**src/rtl/trbio_pkg.sv**
```systemverilog
// Purpose: Shared constants for the timer register B I/O control block
// Assumes: APB with 32-bit data, 12-bit byte address
// Notes: Offsets are byte addresses of aligned words

package trbio_pkg;

    // ******************************************************
    // Register map
    // ******************************************************
    localparam logic [11:0] OFF_CH1_IO_CONTROL = 12'h000;
    localparam logic [11:0] OFF_CH2_IO_CONTROL = 12'h004;
    localparam logic [11:0] OFF_CH3_IO_CONTROL_HIGH = 12'h008;
    localparam logic [11:0] OFF_CH4_COUNTER_CONTROL = 12'h00c;
    localparam logic [11:0] OFF_CH1_GENERAL_REG_B = 12'h010;
    localparam logic [11:0] OFF_CH2_GENERAL_REG_B = 12'h014;
    localparam logic [11:0] OFF_CH3_GENERAL_REG_B = 12'h018;
    localparam logic [11:0] OFF_IRQ_STATUS = 12'h01c;
    localparam logic [11:0] OFF_IRQ_MASK = 12'h020;

    // ******************************************************
    // Field layout
    // ******************************************************
    localparam int IO_FIELD_LSB = 4;
    localparam int IO_FIELD_W = 4;
    localparam int PRESCALE_W = 3;
    localparam int IRQ_W = 6;
    localparam int IRQ_CMP_LSB = 0;
    localparam int IRQ_CAP_LSB = 3;
    localparam logic [2:0] PRESCALE_UNDIVIDED = 3'h0;
    localparam logic [1:0] ACT_NONE = 2'h0;
    localparam logic [1:0] ACT_LOW = 2'h1;
    localparam logic [1:0] ACT_HIGH = 2'h2;
    localparam logic [1:0] ACT_TOGGLE = 2'h3;

    // ******************************************************
    // Reset values
    // ******************************************************
    localparam logic [7:0] RST_IO_CONTROL = 8'h00;
    localparam logic [2:0] RST_PRESCALE = 3'h0;
    localparam logic [5:0] RST_IRQ = 6'h00;
    localparam logic [31:0] RST_RDATA = 32'h0000_0000;

endpackage

```
**src/rtl/trbio_top.sv**
```systemverilog
// Purpose: Register B I/O control of timer channels 1 to 3, APB slave
// Assumes: Counters and cascade events come from timer logic on pclk
// Notes: Each APB access takes one wait state; unmapped addresses give pslverr
//        and zero read data, and change no register
//
// Functional notes
// - Bit7 zero: compare; 00 disables, else start 0
// - Compare with bit6 set starts pin at 1
// - Action 01 drives pin low on match
// - Action 10 drives pin high on match
// - Action 11 toggles pin on match
// - Code 1000 captures on own pin rising edge
// - Code 1001 captures on pin falling edge
// - Codes 101x capture on both pin edges
// - Channel 1 11xx captures on channel 0 event
// - Channel 2 capture ignores bit6, always pin source
// - Channel 3 11xx captures on channel 4 counts
// - Channel 4 undivided clock blocks cascaded capture
// - Channel 1 pin codes use own pin

`timescale 1ns/1ps
`default_nettype none

module trbio_top #(
    parameter int CNT_W = 16
)
(
    // Clock and reset
    input wire logic pclk,
    input wire logic presetn,
    // APB slave
    input wire logic psel,
    input wire logic penable,
    input wire logic pwrite,
    input wire logic [11:0] paddr,
    input wire logic [31:0] pwdata,
    output logic [31:0] prdata,
    output logic pready,
    output logic pslverr,
    // Timer counters
    input wire logic [CNT_W-1:0] ch1_counter,
    input wire logic [CNT_W-1:0] ch2_counter,
    input wire logic [CNT_W-1:0] ch3_counter,
    // Cascade sources
    input wire logic ch0_general_reg_c_evt,
    input wire logic ch4_counter_up,
    input wire logic ch4_counter_down,
    // Pins
    input wire logic ch1_pin_b_in,
    output logic ch1_pin_b_out,
    output logic ch1_pin_b_oe,
    input wire logic ch2_pin_b_in,
    output logic ch2_pin_b_out,
    output logic ch2_pin_b_oe,
    input wire logic ch3_pin_b_in,
    output logic ch3_pin_b_out,
    output logic ch3_pin_b_oe,
    // Interrupt
    output logic irq
);

    // ******************************************************
    // Address decode
    // ******************************************************
    // Returns one-hot select: 0..2 io, 3 prescale, 4..6 reg B, 7 status, 8 mask
    function automatic logic [8:0] reg_sel(input logic [11:0] a);
        logic [8:0] s;
        s = 9'h000;
        unique case (a)
            trbio_pkg::OFF_CH1_IO_CONTROL: s = 9'h001;
            trbio_pkg::OFF_CH2_IO_CONTROL: s = 9'h002;
            trbio_pkg::OFF_CH3_IO_CONTROL_HIGH: s = 9'h004;
            trbio_pkg::OFF_CH4_COUNTER_CONTROL: s = 9'h008;
            trbio_pkg::OFF_CH1_GENERAL_REG_B: s = 9'h010;
            trbio_pkg::OFF_CH2_GENERAL_REG_B: s = 9'h020;
            trbio_pkg::OFF_CH3_GENERAL_REG_B: s = 9'h040;
            trbio_pkg::OFF_IRQ_STATUS: s = 9'h080;
            trbio_pkg::OFF_IRQ_MASK: s = 9'h100;
            default: s = 9'h000;
        endcase
        return s;
    endfunction

    // ******************************************************
    // State
    // ******************************************************
    logic [7:0] io_ff [3];
    logic [7:0] nxt_io [3];
    logic [2:0] io_wr_ff;
    logic [2:0] nxt_io_wr;
    logic [2:0] presc_ff;
    logic [2:0] nxt_presc;
    logic [5:0] stat_ff;
    logic [5:0] nxt_stat;
    logic [5:0] mask_ff;
    logic [5:0] nxt_mask;
    logic irq_ff;
    logic nxt_irq;
    logic pready_ff;
    logic nxt_pready;
    logic pslverr_ff;
    logic nxt_pslverr;
    logic [31:0] prdata_ff;
    logic [31:0] nxt_prdata;
    logic [8:0] sel;
    logic wr_go;
    logic [2:0] regb_wr;

    logic [CNT_W-1:0] cnt [3];
    logic [CNT_W-1:0] regb [3];
    logic [2:0] pin_in;
    logic [2:0] pin_lvl;
    logic [2:0] cas;
    logic [2:0] cap;
    logic [2:0] cmp;
    logic [2:0] pin_out;
    logic [2:0] pin_oe;

    assign cnt[0] = ch1_counter;
    assign cnt[1] = ch2_counter;
    assign cnt[2] = ch3_counter;
    assign pin_in = {ch3_pin_b_in, ch2_pin_b_in, ch1_pin_b_in};
    assign cas[0] = ch0_general_reg_c_evt;
    assign cas[1] = 1'b0;
    // Undivided channel 4 clock makes the cascade invalid
    assign cas[2] = (ch4_counter_up | ch4_counter_down)
                    & (presc_ff != trbio_pkg::PRESCALE_UNDIVIDED);

    // ******************************************************
    // Channels
    // ******************************************************
    genvar gi;
    generate
        for (gi = 0; gi < 3; gi++)
        begin : g_ch
            trbio_sync u_sync (
                .pclk(pclk),
                .presetn(presetn),
                .pin_in(pin_in[gi]),
                .level(pin_lvl[gi])
            );
            trbio_chan #(
                .CNT_W(CNT_W),
                .CAS_IGNORE(gi == 1)
            ) u_chan (
                .pclk(pclk),
                .presetn(presetn),
                .io_field(io_ff[gi][trbio_pkg::IO_FIELD_LSB +: trbio_pkg::IO_FIELD_W]),
                .io_wr(io_wr_ff[gi]),
                .counter(cnt[gi]),
                .regb_wdata(pwdata[CNT_W-1:0]),
                .regb_wr(regb_wr[gi]),
                .pin_lvl(pin_lvl[gi]),
                .cas_evt(cas[gi]),
                .regb(regb[gi]),
                .cap_evt(cap[gi]),
                .cmp_evt(cmp[gi]),
                .pin_out(pin_out[gi]),
                .pin_oe(pin_oe[gi])
            );
        end
    endgenerate

    // ******************************************************
    // APB response
    // ******************************************************
    // Every access answers after exactly one wait state, whatever the
    // address, so bus timing never depends on the register map
    always_comb
    begin
        sel = reg_sel(paddr);
        // Write lands at the edge where pready is seen high
        wr_go = psel & penable & pready_ff & pwrite & ~pslverr_ff;
        regb_wr = wr_go ? sel[6:4] : 3'h0;
        nxt_pready = psel & penable & ~pready_ff;
        nxt_pslverr = nxt_pready & (sel == 9'h000);
        nxt_prdata = prdata_ff;
        // A refused access of either direction returns zero data
        if (nxt_pready & (~pwrite | nxt_pslverr))
        begin
            nxt_prdata = trbio_pkg::RST_RDATA;
            for (int i = 0; i < 3; i++)
            begin
                if (sel[i])
                    nxt_prdata = {24'h000000, io_ff[i]};
                if (sel[4+i])
                    nxt_prdata = {{(32-CNT_W){1'b0}}, regb[i]};
            end
            if (sel[3])
                nxt_prdata = {29'h0000000, presc_ff};
            if (sel[7])
                nxt_prdata = {26'h0000000, stat_ff};
            if (sel[8])
                nxt_prdata = {26'h0000000, mask_ff};
        end
    end

    // Read data keeps its last value; only a read or a refusal moves it
    always_ff @(posedge pclk or negedge presetn)
    begin
        if (!presetn)
        begin
            pready_ff <= 1'b0;
            pslverr_ff <= 1'b0;
            prdata_ff <= trbio_pkg::RST_RDATA;
        end
        else
        begin
            pready_ff <= nxt_pready;
            pslverr_ff <= nxt_pslverr;
            prdata_ff <= nxt_prdata;
        end
    end

    // ******************************************************
    // Configuration registers
    // ******************************************************
    // The write strobe of each io register is kept one cycle so the
    // channel applies the initial level from the value just stored
    always_comb
    begin
        for (int i = 0; i < 3; i++)
        begin
            nxt_io[i] = io_ff[i];
            nxt_io_wr[i] = wr_go & sel[i];
            if (nxt_io_wr[i])
                nxt_io[i] = pwdata[7:0];
        end
        // Prescale select only gates the channel 3 cascade here
        nxt_presc = (wr_go & sel[3]) ? pwdata[2:0] : presc_ff;
        nxt_mask = (wr_go & sel[8]) ? pwdata[5:0] : mask_ff;
    end

    always_ff @(posedge pclk or negedge presetn)
    begin
        if (!presetn)
        begin
            for (int i = 0; i < 3; i++)
                io_ff[i] <= trbio_pkg::RST_IO_CONTROL;
            io_wr_ff <= 3'h0;
            presc_ff <= trbio_pkg::RST_PRESCALE;
            mask_ff <= trbio_pkg::RST_IRQ;
        end
        else
        begin
            for (int i = 0; i < 3; i++)
                io_ff[i] <= nxt_io[i];
            io_wr_ff <= nxt_io_wr;
            presc_ff <= nxt_presc;
            mask_ff <= nxt_mask;
        end
    end

    // ******************************************************
    // Interrupt status
    // ******************************************************
    // Write one clears; a same-cycle event still sets the bit, so an
    // event is never lost to a clear that raced it
    always_comb
    begin
        nxt_stat = stat_ff;
        if (wr_go & sel[7])
            nxt_stat = stat_ff & ~pwdata[5:0];
        // Low three bits compare match, high three capture, channel 1 first
        nxt_stat[trbio_pkg::IRQ_CMP_LSB +: 3] = nxt_stat[trbio_pkg::IRQ_CMP_LSB +: 3] | cmp;
        nxt_stat[trbio_pkg::IRQ_CAP_LSB +: 3] = nxt_stat[trbio_pkg::IRQ_CAP_LSB +: 3] | cap;
        // Uses the stored mask, so a mask write shows on irq one edge late
        nxt_irq = |(nxt_stat & mask_ff);
    end

    // Registered so the interrupt line comes straight from a flip-flop
    always_ff @(posedge pclk or negedge presetn)
    begin
        if (!presetn)
        begin
            stat_ff <= trbio_pkg::RST_IRQ;
            irq_ff <= 1'b0;
        end
        else
        begin
            stat_ff <= nxt_stat;
            irq_ff <= nxt_irq;
        end
    end

    // ******************************************************
    // Outputs
    // ******************************************************
    assign prdata = prdata_ff;
    assign pready = pready_ff;
    assign pslverr = pslverr_ff;
    assign irq = irq_ff;
    assign ch1_pin_b_out = pin_out[0];
    assign ch1_pin_b_oe = pin_oe[0];
    assign ch2_pin_b_out = pin_out[1];
    assign ch2_pin_b_oe = pin_oe[1];
    assign ch3_pin_b_out = pin_out[2];
    assign ch3_pin_b_oe = pin_oe[2];

endmodule

`default_nettype wire

```
**src/rtl/trbio_sync.sv**
```systemverilog
// Purpose: Three-stage pin synchroniser with agreement filter
// Assumes: Pin is asynchronous to pclk
// Notes: Level moves only when stages two and three agree

`timescale 1ns/1ps
`default_nettype none

module trbio_sync
(
    // Clock and reset
    input wire logic pclk,
    input wire logic presetn,
    // Pin side
    input wire logic pin_in,
    // Filtered level
    output logic level
);

    logic s1_ff;
    logic s2_ff;
    logic s3_ff;
    logic lvl_ff;
    logic nxt_lvl;

    always_comb
    begin
        nxt_lvl = (s2_ff == s3_ff) ? s3_ff : lvl_ff;
    end

    always_ff @(posedge pclk or negedge presetn)
    begin
        if (!presetn)
        begin
            s1_ff <= 1'b0;
            s2_ff <= 1'b0;
            s3_ff <= 1'b0;
            lvl_ff <= 1'b0;
        end
        else
        begin
            s1_ff <= pin_in;
            s2_ff <= s1_ff;
            s3_ff <= s2_ff;
            lvl_ff <= nxt_lvl;
        end
    end

    assign level = lvl_ff;

endmodule

`default_nettype wire

```
**src/rtl/trbio_chan.sv**
```systemverilog
// Purpose: One channel: register B compare or capture and its pin
// Assumes: Counter and cascade events are on pclk
// Notes: Capture beats a software write of register B in the same cycle

`timescale 1ns/1ps
`default_nettype none

module trbio_chan #(
    parameter int CNT_W = 16,
    parameter bit CAS_IGNORE = 1'b0
)
(
    // Clock and reset
    input wire logic pclk,
    input wire logic presetn,
    // Control
    input wire logic [3:0] io_field,
    input wire logic io_wr,
    input wire logic [CNT_W-1:0] counter,
    input wire logic [CNT_W-1:0] regb_wdata,
    input wire logic regb_wr,
    input wire logic pin_lvl,
    input wire logic cas_evt,
    // Results
    output logic [CNT_W-1:0] regb,
    output logic cap_evt,
    output logic cmp_evt,
    output logic pin_out,
    output logic pin_oe
);

    logic [CNT_W-1:0] regb_ff;
    logic [CNT_W-1:0] nxt_regb;
    logic [CNT_W-1:0] cnt_prev_ff;
    logic pin_prev_ff;
    logic pin_ff;
    logic nxt_pin;
    logic oe_ff;
    logic nxt_oe;
    logic cap_mode;
    logic cas_sel;
    logic rise;
    logic fall;
    logic pin_trig;
    logic [1:0] act;

    always_comb
    begin
        cap_mode = io_field[3];
        act = io_field[1:0];
        cas_sel = cap_mode & io_field[2] & ~CAS_IGNORE;
        rise = pin_lvl & ~pin_prev_ff;
        fall = ~pin_lvl & pin_prev_ff;
        if (io_field[1])
            pin_trig = rise | fall;
        else if (io_field[0])
            pin_trig = fall;
        else
            pin_trig = rise;
        cap_evt = cap_mode & (cas_sel ? cas_evt : pin_trig);
        // New match only, so a stalled counter does not toggle every cycle
        cmp_evt = ~cap_mode & (counter == regb_ff) & (cnt_prev_ff != regb_ff);
        nxt_regb = regb_ff;
        if (cap_evt)
            nxt_regb = counter;
        else if (regb_wr)
            nxt_regb = regb_wdata;
        nxt_oe = ~cap_mode & (act != trbio_pkg::ACT_NONE);
        nxt_pin = pin_ff;
        if (io_wr & nxt_oe)
            nxt_pin = io_field[2];
        else if (cmp_evt)
        begin
            unique case (act)
                trbio_pkg::ACT_NONE: nxt_pin = pin_ff;
                trbio_pkg::ACT_LOW: nxt_pin = 1'b0;
                trbio_pkg::ACT_HIGH: nxt_pin = 1'b1;
                trbio_pkg::ACT_TOGGLE: nxt_pin = ~pin_ff;
            endcase
        end
    end

    always_ff @(posedge pclk or negedge presetn)
    begin
        if (!presetn)
        begin
            regb_ff <= '0;
            cnt_prev_ff <= '0;
            pin_prev_ff <= 1'b0;
            pin_ff <= 1'b0;
            oe_ff <= 1'b0;
        end
        else
        begin
            regb_ff <= nxt_regb;
            cnt_prev_ff <= counter;
            pin_prev_ff <= pin_lvl;
            pin_ff <= nxt_pin;
            oe_ff <= nxt_oe;
        end
    end

    assign regb = regb_ff;
    assign pin_out = pin_ff;
    assign pin_oe = oe_ff;

endmodule

`default_nettype wire

```
**config.mk**
```make
export PLATFORM = sky130hd
export DESIGN_NAME = trbio_top
export DESIGN_NICKNAME = d
export VERILOG_FILES = /design/src/rtl/trbio_pkg.sv /design/src/rtl/trbio_top.sv /design/src/rtl/trbio_sync.sv /design/src/rtl/trbio_chan.sv
export SDC_FILE = /design/constraint.sdc
export NUM_CORES = 1
export LEC_CHECK = 0
export ABC_AREA = 1
export BUFFER_PORTS_ARGS = -buffer_cell sky130_fd_sc_hd__buf_2
export CAP_MARGIN = 20
export CORE_MARGIN = 5
export CORE_UTILIZATION = 42
export DETAILED_ROUTE_END_ITERATION = 8
export SYNTH_ARGS = -nofsm -noshare
export SYNTH_HDL_FRONTEND = slang
export SYNTH_HIERARCHICAL = 1
export SYNTH_SLANG_ARGS = --single-unit
```
**constraint.sdc**
```tcl
create_clock -name pclk -period 2.2 [get_ports pclk]
set_clock_uncertainty 0.05 [all_clocks]
set_input_delay 0.22 -clock pclk [delete_from_list [all_inputs] [get_ports pclk]]
set_output_delay 0.22 -clock pclk [all_outputs]
set_load 0.01 [all_outputs]
```
==> flow_metrics.py <==
metrics = {
    "detailed_routing": {
        "met3_length_um": 1640,
        "dr.pass1.iters": 5,
        "top_layer": "met4",
        "num_vias": 8310,
        "wl_met1_um": 13100,
        "routed_wl_um": 28400,
        "drc": 0,
        "post_drt_wl_per_cell_um": 17.3,
        "wl_met2_um": 13200,
        "first_iter_violations": 586,
        "postRouteAntennaNets": 0,
        "viasPerCell": 5.07,
    },
    "placement": {
        "dpl_cell_area_um2": 10600,
        "dp.cells": 1557,
        "gp_congestion": 0.930,
        "port_buffers": 111,
        "hpwl_um": 21800,
        "post-place-ws_ps": 132,
    },
    "clock_network": {
        "htree_levels": 4,
        "cts_root_buffer": "clkbuf_16",
        "cts_resized": 0,
        "cts_sinks": 178,
        "insertion_delay_ps": 420,
        "clk_pin_slew_worst_paths_ps": 60,
        "postCtsSetupBuffers": 0,
        "cts_tree": "built",
        "numCtsBuffers": 17,
        "cts_max_path_buffers": 2,
    },
    "synth": {
        "yosysSeqAreaShare_pct": 46.1,
        "synth_cell_types": 50,
        "netlist_instances": 1168,
        "synth.largest_area_cell": "dfrtp_1",
        "synthesis.area_um2": 9660,
        "synth_async_sr_flop_share_pct": 100,
        "synth.avg_cell_area_um2": 8.27,
        "synth-seq-cells": 178,
        "ys.flop_type": "dfrtp_1",
        "synth_warnings": 6,
        "synth_area_leaders": "dfrtp_1, nand2_1, inv_1",
        "netlist.area_leader.share_pct": 46.1,
        "synth_edf_count": 0,
    },
    "cells_and_area": {
        "synthToLayoutAreaGrowth_pct": 20.8,
        "finalNetCount": 1452,
        "layoutNonFillerInstCount": 1640,
        "final_cell_mix": "nand2_1, dfrtp_1, inv_1",
        "drive_gt1_share_pct": 23.0,
        "final_common_cell": "nand2_1",
        "diodes": 0,
        "design_area_um2": 11700,
    },
    "die": {
        "start_util_pct": 42.7,
        "pin_count": 144,
        "die_area_um2": 26100,
        "num_rows": 55,
        "die_w_um": 162,
        "die_y_um": 162,
        "fp.coreArea_um2": 22600,
    },
    "grt": {
        "antenna_found_initial": 0,
        "grt_max_degree": 52,
        "grt_pass1_wl_um": 45200,
        "gr-usage-all-layers_pct": 22.2,
        "grt_pass1_vias": 8157,
        "overflow": 0,
    },
    "power_and_ir_drop": {
        "power.density_nw_per_um2": 604,
        "vdd_drop_max_mv": 0.443,
        "cellLeakagePower_nw": 5.85,
    },
    "timing": {
        "post-route-period-util_pct": 89.6,
        "finalSetupTns_ps": 0,
        "hold_viol_final": 0,
        "maxSlewViolCount": 0,
        "setup_slack_ps": 228,
        "maxSlewHeadroom_pct": 66.6,
        "rsz0062_at_grt": "no",
        "min_period_ps": 1970,
        "max_freq_mhz": 507,
        "finalSetupViolations": 0,
        "worst_pin_slew_ps": 500,
    },
    "setup_path": {
        "crit_type": "flop to flop",
        "path_max_fanout": 6,
        "worstSetupEndpointType": "flop",
        "start_kind": "flop",
        "required_ps": 2450,
        "worstPathArrival_ps": 2220,
    },
    "status": {
        "status": "completed",
    },
    "worst_hold_path": {
        "hp-class": "input port to flop",
    },
    "flow_run": {
        "drv_cap": 0,
    },
}
worst paths after layout:
path / slack (ps) / cells past startpoint / startpoint / end
max: 230 / 9 / pready / irq
min: 40 / 3 / penable / pready
max reg2reg: 230 / 9 / pready / irq
min reg2reg: 290 / 0 / g_ch[1].u_sync/s1_ff / g_ch[1].u_sync/s2_ff
max in group asynchronous: 1170 / 3 / presetn / io_ff[7]
min in group asynchronous: 260 / 2 / presetn / prdata[13]
where the power goes:
group | total, mW | leakage [nW] | internal (mW) | switching, mW
combinational | 0.573 | 3.47 | 0.223 | 0.350
clock | 3.10 | 0.292 | 1.83 | 1.27
sequential | 3.38 | 2.09 | 3.34 | 0.0380
total | 7.05 | 5.85 | 5.39 | 1.66
through the flow:
stage / util, % / power [mW] / hold WS [ps]
floorplan: - / 3.68 / -126
global placement: 46.6 / 3.94 / 151
detailed placement: 46.6 / 3.95 / 150
CTS: 51.6 / 7.11 / 31.0
global route: 51.6 / 7.32 / 39.9
finish: 51.6 / 7.05 / 44.6
per-layer routing:
metal  vias up  GRT usage (%)
li1       4069              -
met1      3961           32.0
met2       250           35.4
met3        30           3.60
met4         0           5.34
met5         -              0
cells by family (layout without fill, tap and decap cells):
kind of cell / after synthesis / in the layout / share of synthesized area, %
buf+inv: 213 / 385 / 9.57
fa+ha+maj: 6 / 6 / 0.777
flops: 178 / 178 / 46.1
other cells: 1 / 16 / 0.0388
xor+xnor: 48 / 48 / 4.35
simple gates: 554 / 554 / 26.0
compound gates: 168 / 168 / 13.2
synth_stat cells (2+ instances only):
cell type  number
dfrtp_1       178
nor3_1          4
o21ai_1         8
nor2_2         13
nand2_4         6
xor2_1         20
nand3_1        89
clkbuf_1       11
buf_1           2
buf_4          16
o211ai_1        4
o21ai_0        49
o21ai_2         8
a211oi_1        8
xnor2_1        28
o221ai_2       24
buf_2           8
nand4_1         9
nor2_4          4
a31oi_1         3
a21oi_1        36
nand2_2        24
o211ai_2        7
buf_6           7
or2_2           9
o221ai_1       11
nor3_4          2
nand2_1       292
o22ai_1         2
ha_1            6
inv_2          44
inv_1         120
nor2_1         90
a21o_1          2
or2_1           2
nand3_2         5
clkinv_1        4
sequential cells by signal, summed over array words and instances (netlist names):
signal and cells:
g_ch.u_chan/cnt_prev_ff 48, g_ch.u_chan/pin_oe 3, g_ch.u_chan/pin_out 3, g_ch.u_chan/pin_prev_ff 3, g_ch.u_chan/regb 48, g_ch.u_sync/level 3
g_ch.u_sync/s1_ff 3, g_ch.u_sync/s2_ff 3, g_ch.u_sync/s3_ff 3, io_ff 24, io_wr_ff 3, irq 1
mask_ff 6, prdata 16, pready 1, presc_ff 3, pslverr 1, stat_ff 6
final cells by class:
cell class	count	area (um2)
flip-flops and latches	178	4450
clock inverters	7	98.8
fillers	2196	11000
well taps	285	357
multi-input cells	792	4340
repair buffers	185	1280
clock buffers	24	502
inverters	169	637
worst max-delay path, cell delays in order, from the launching register on:
cell and delay (ps):
dfrtp_1 360, inv_1 50, nor2_1 70, nand3_1 260, nor2_2 390, a21oi_1 130, o21ai_0 160, nand2_1 70
nor2_1 210, nand2_1 100
what timing repair did:
action,CTS,global route
setup endpoints to repair,0,0
hold buffers,52,0
hold endpoints to repair,97,0
(Power assumes the default switching activity.)
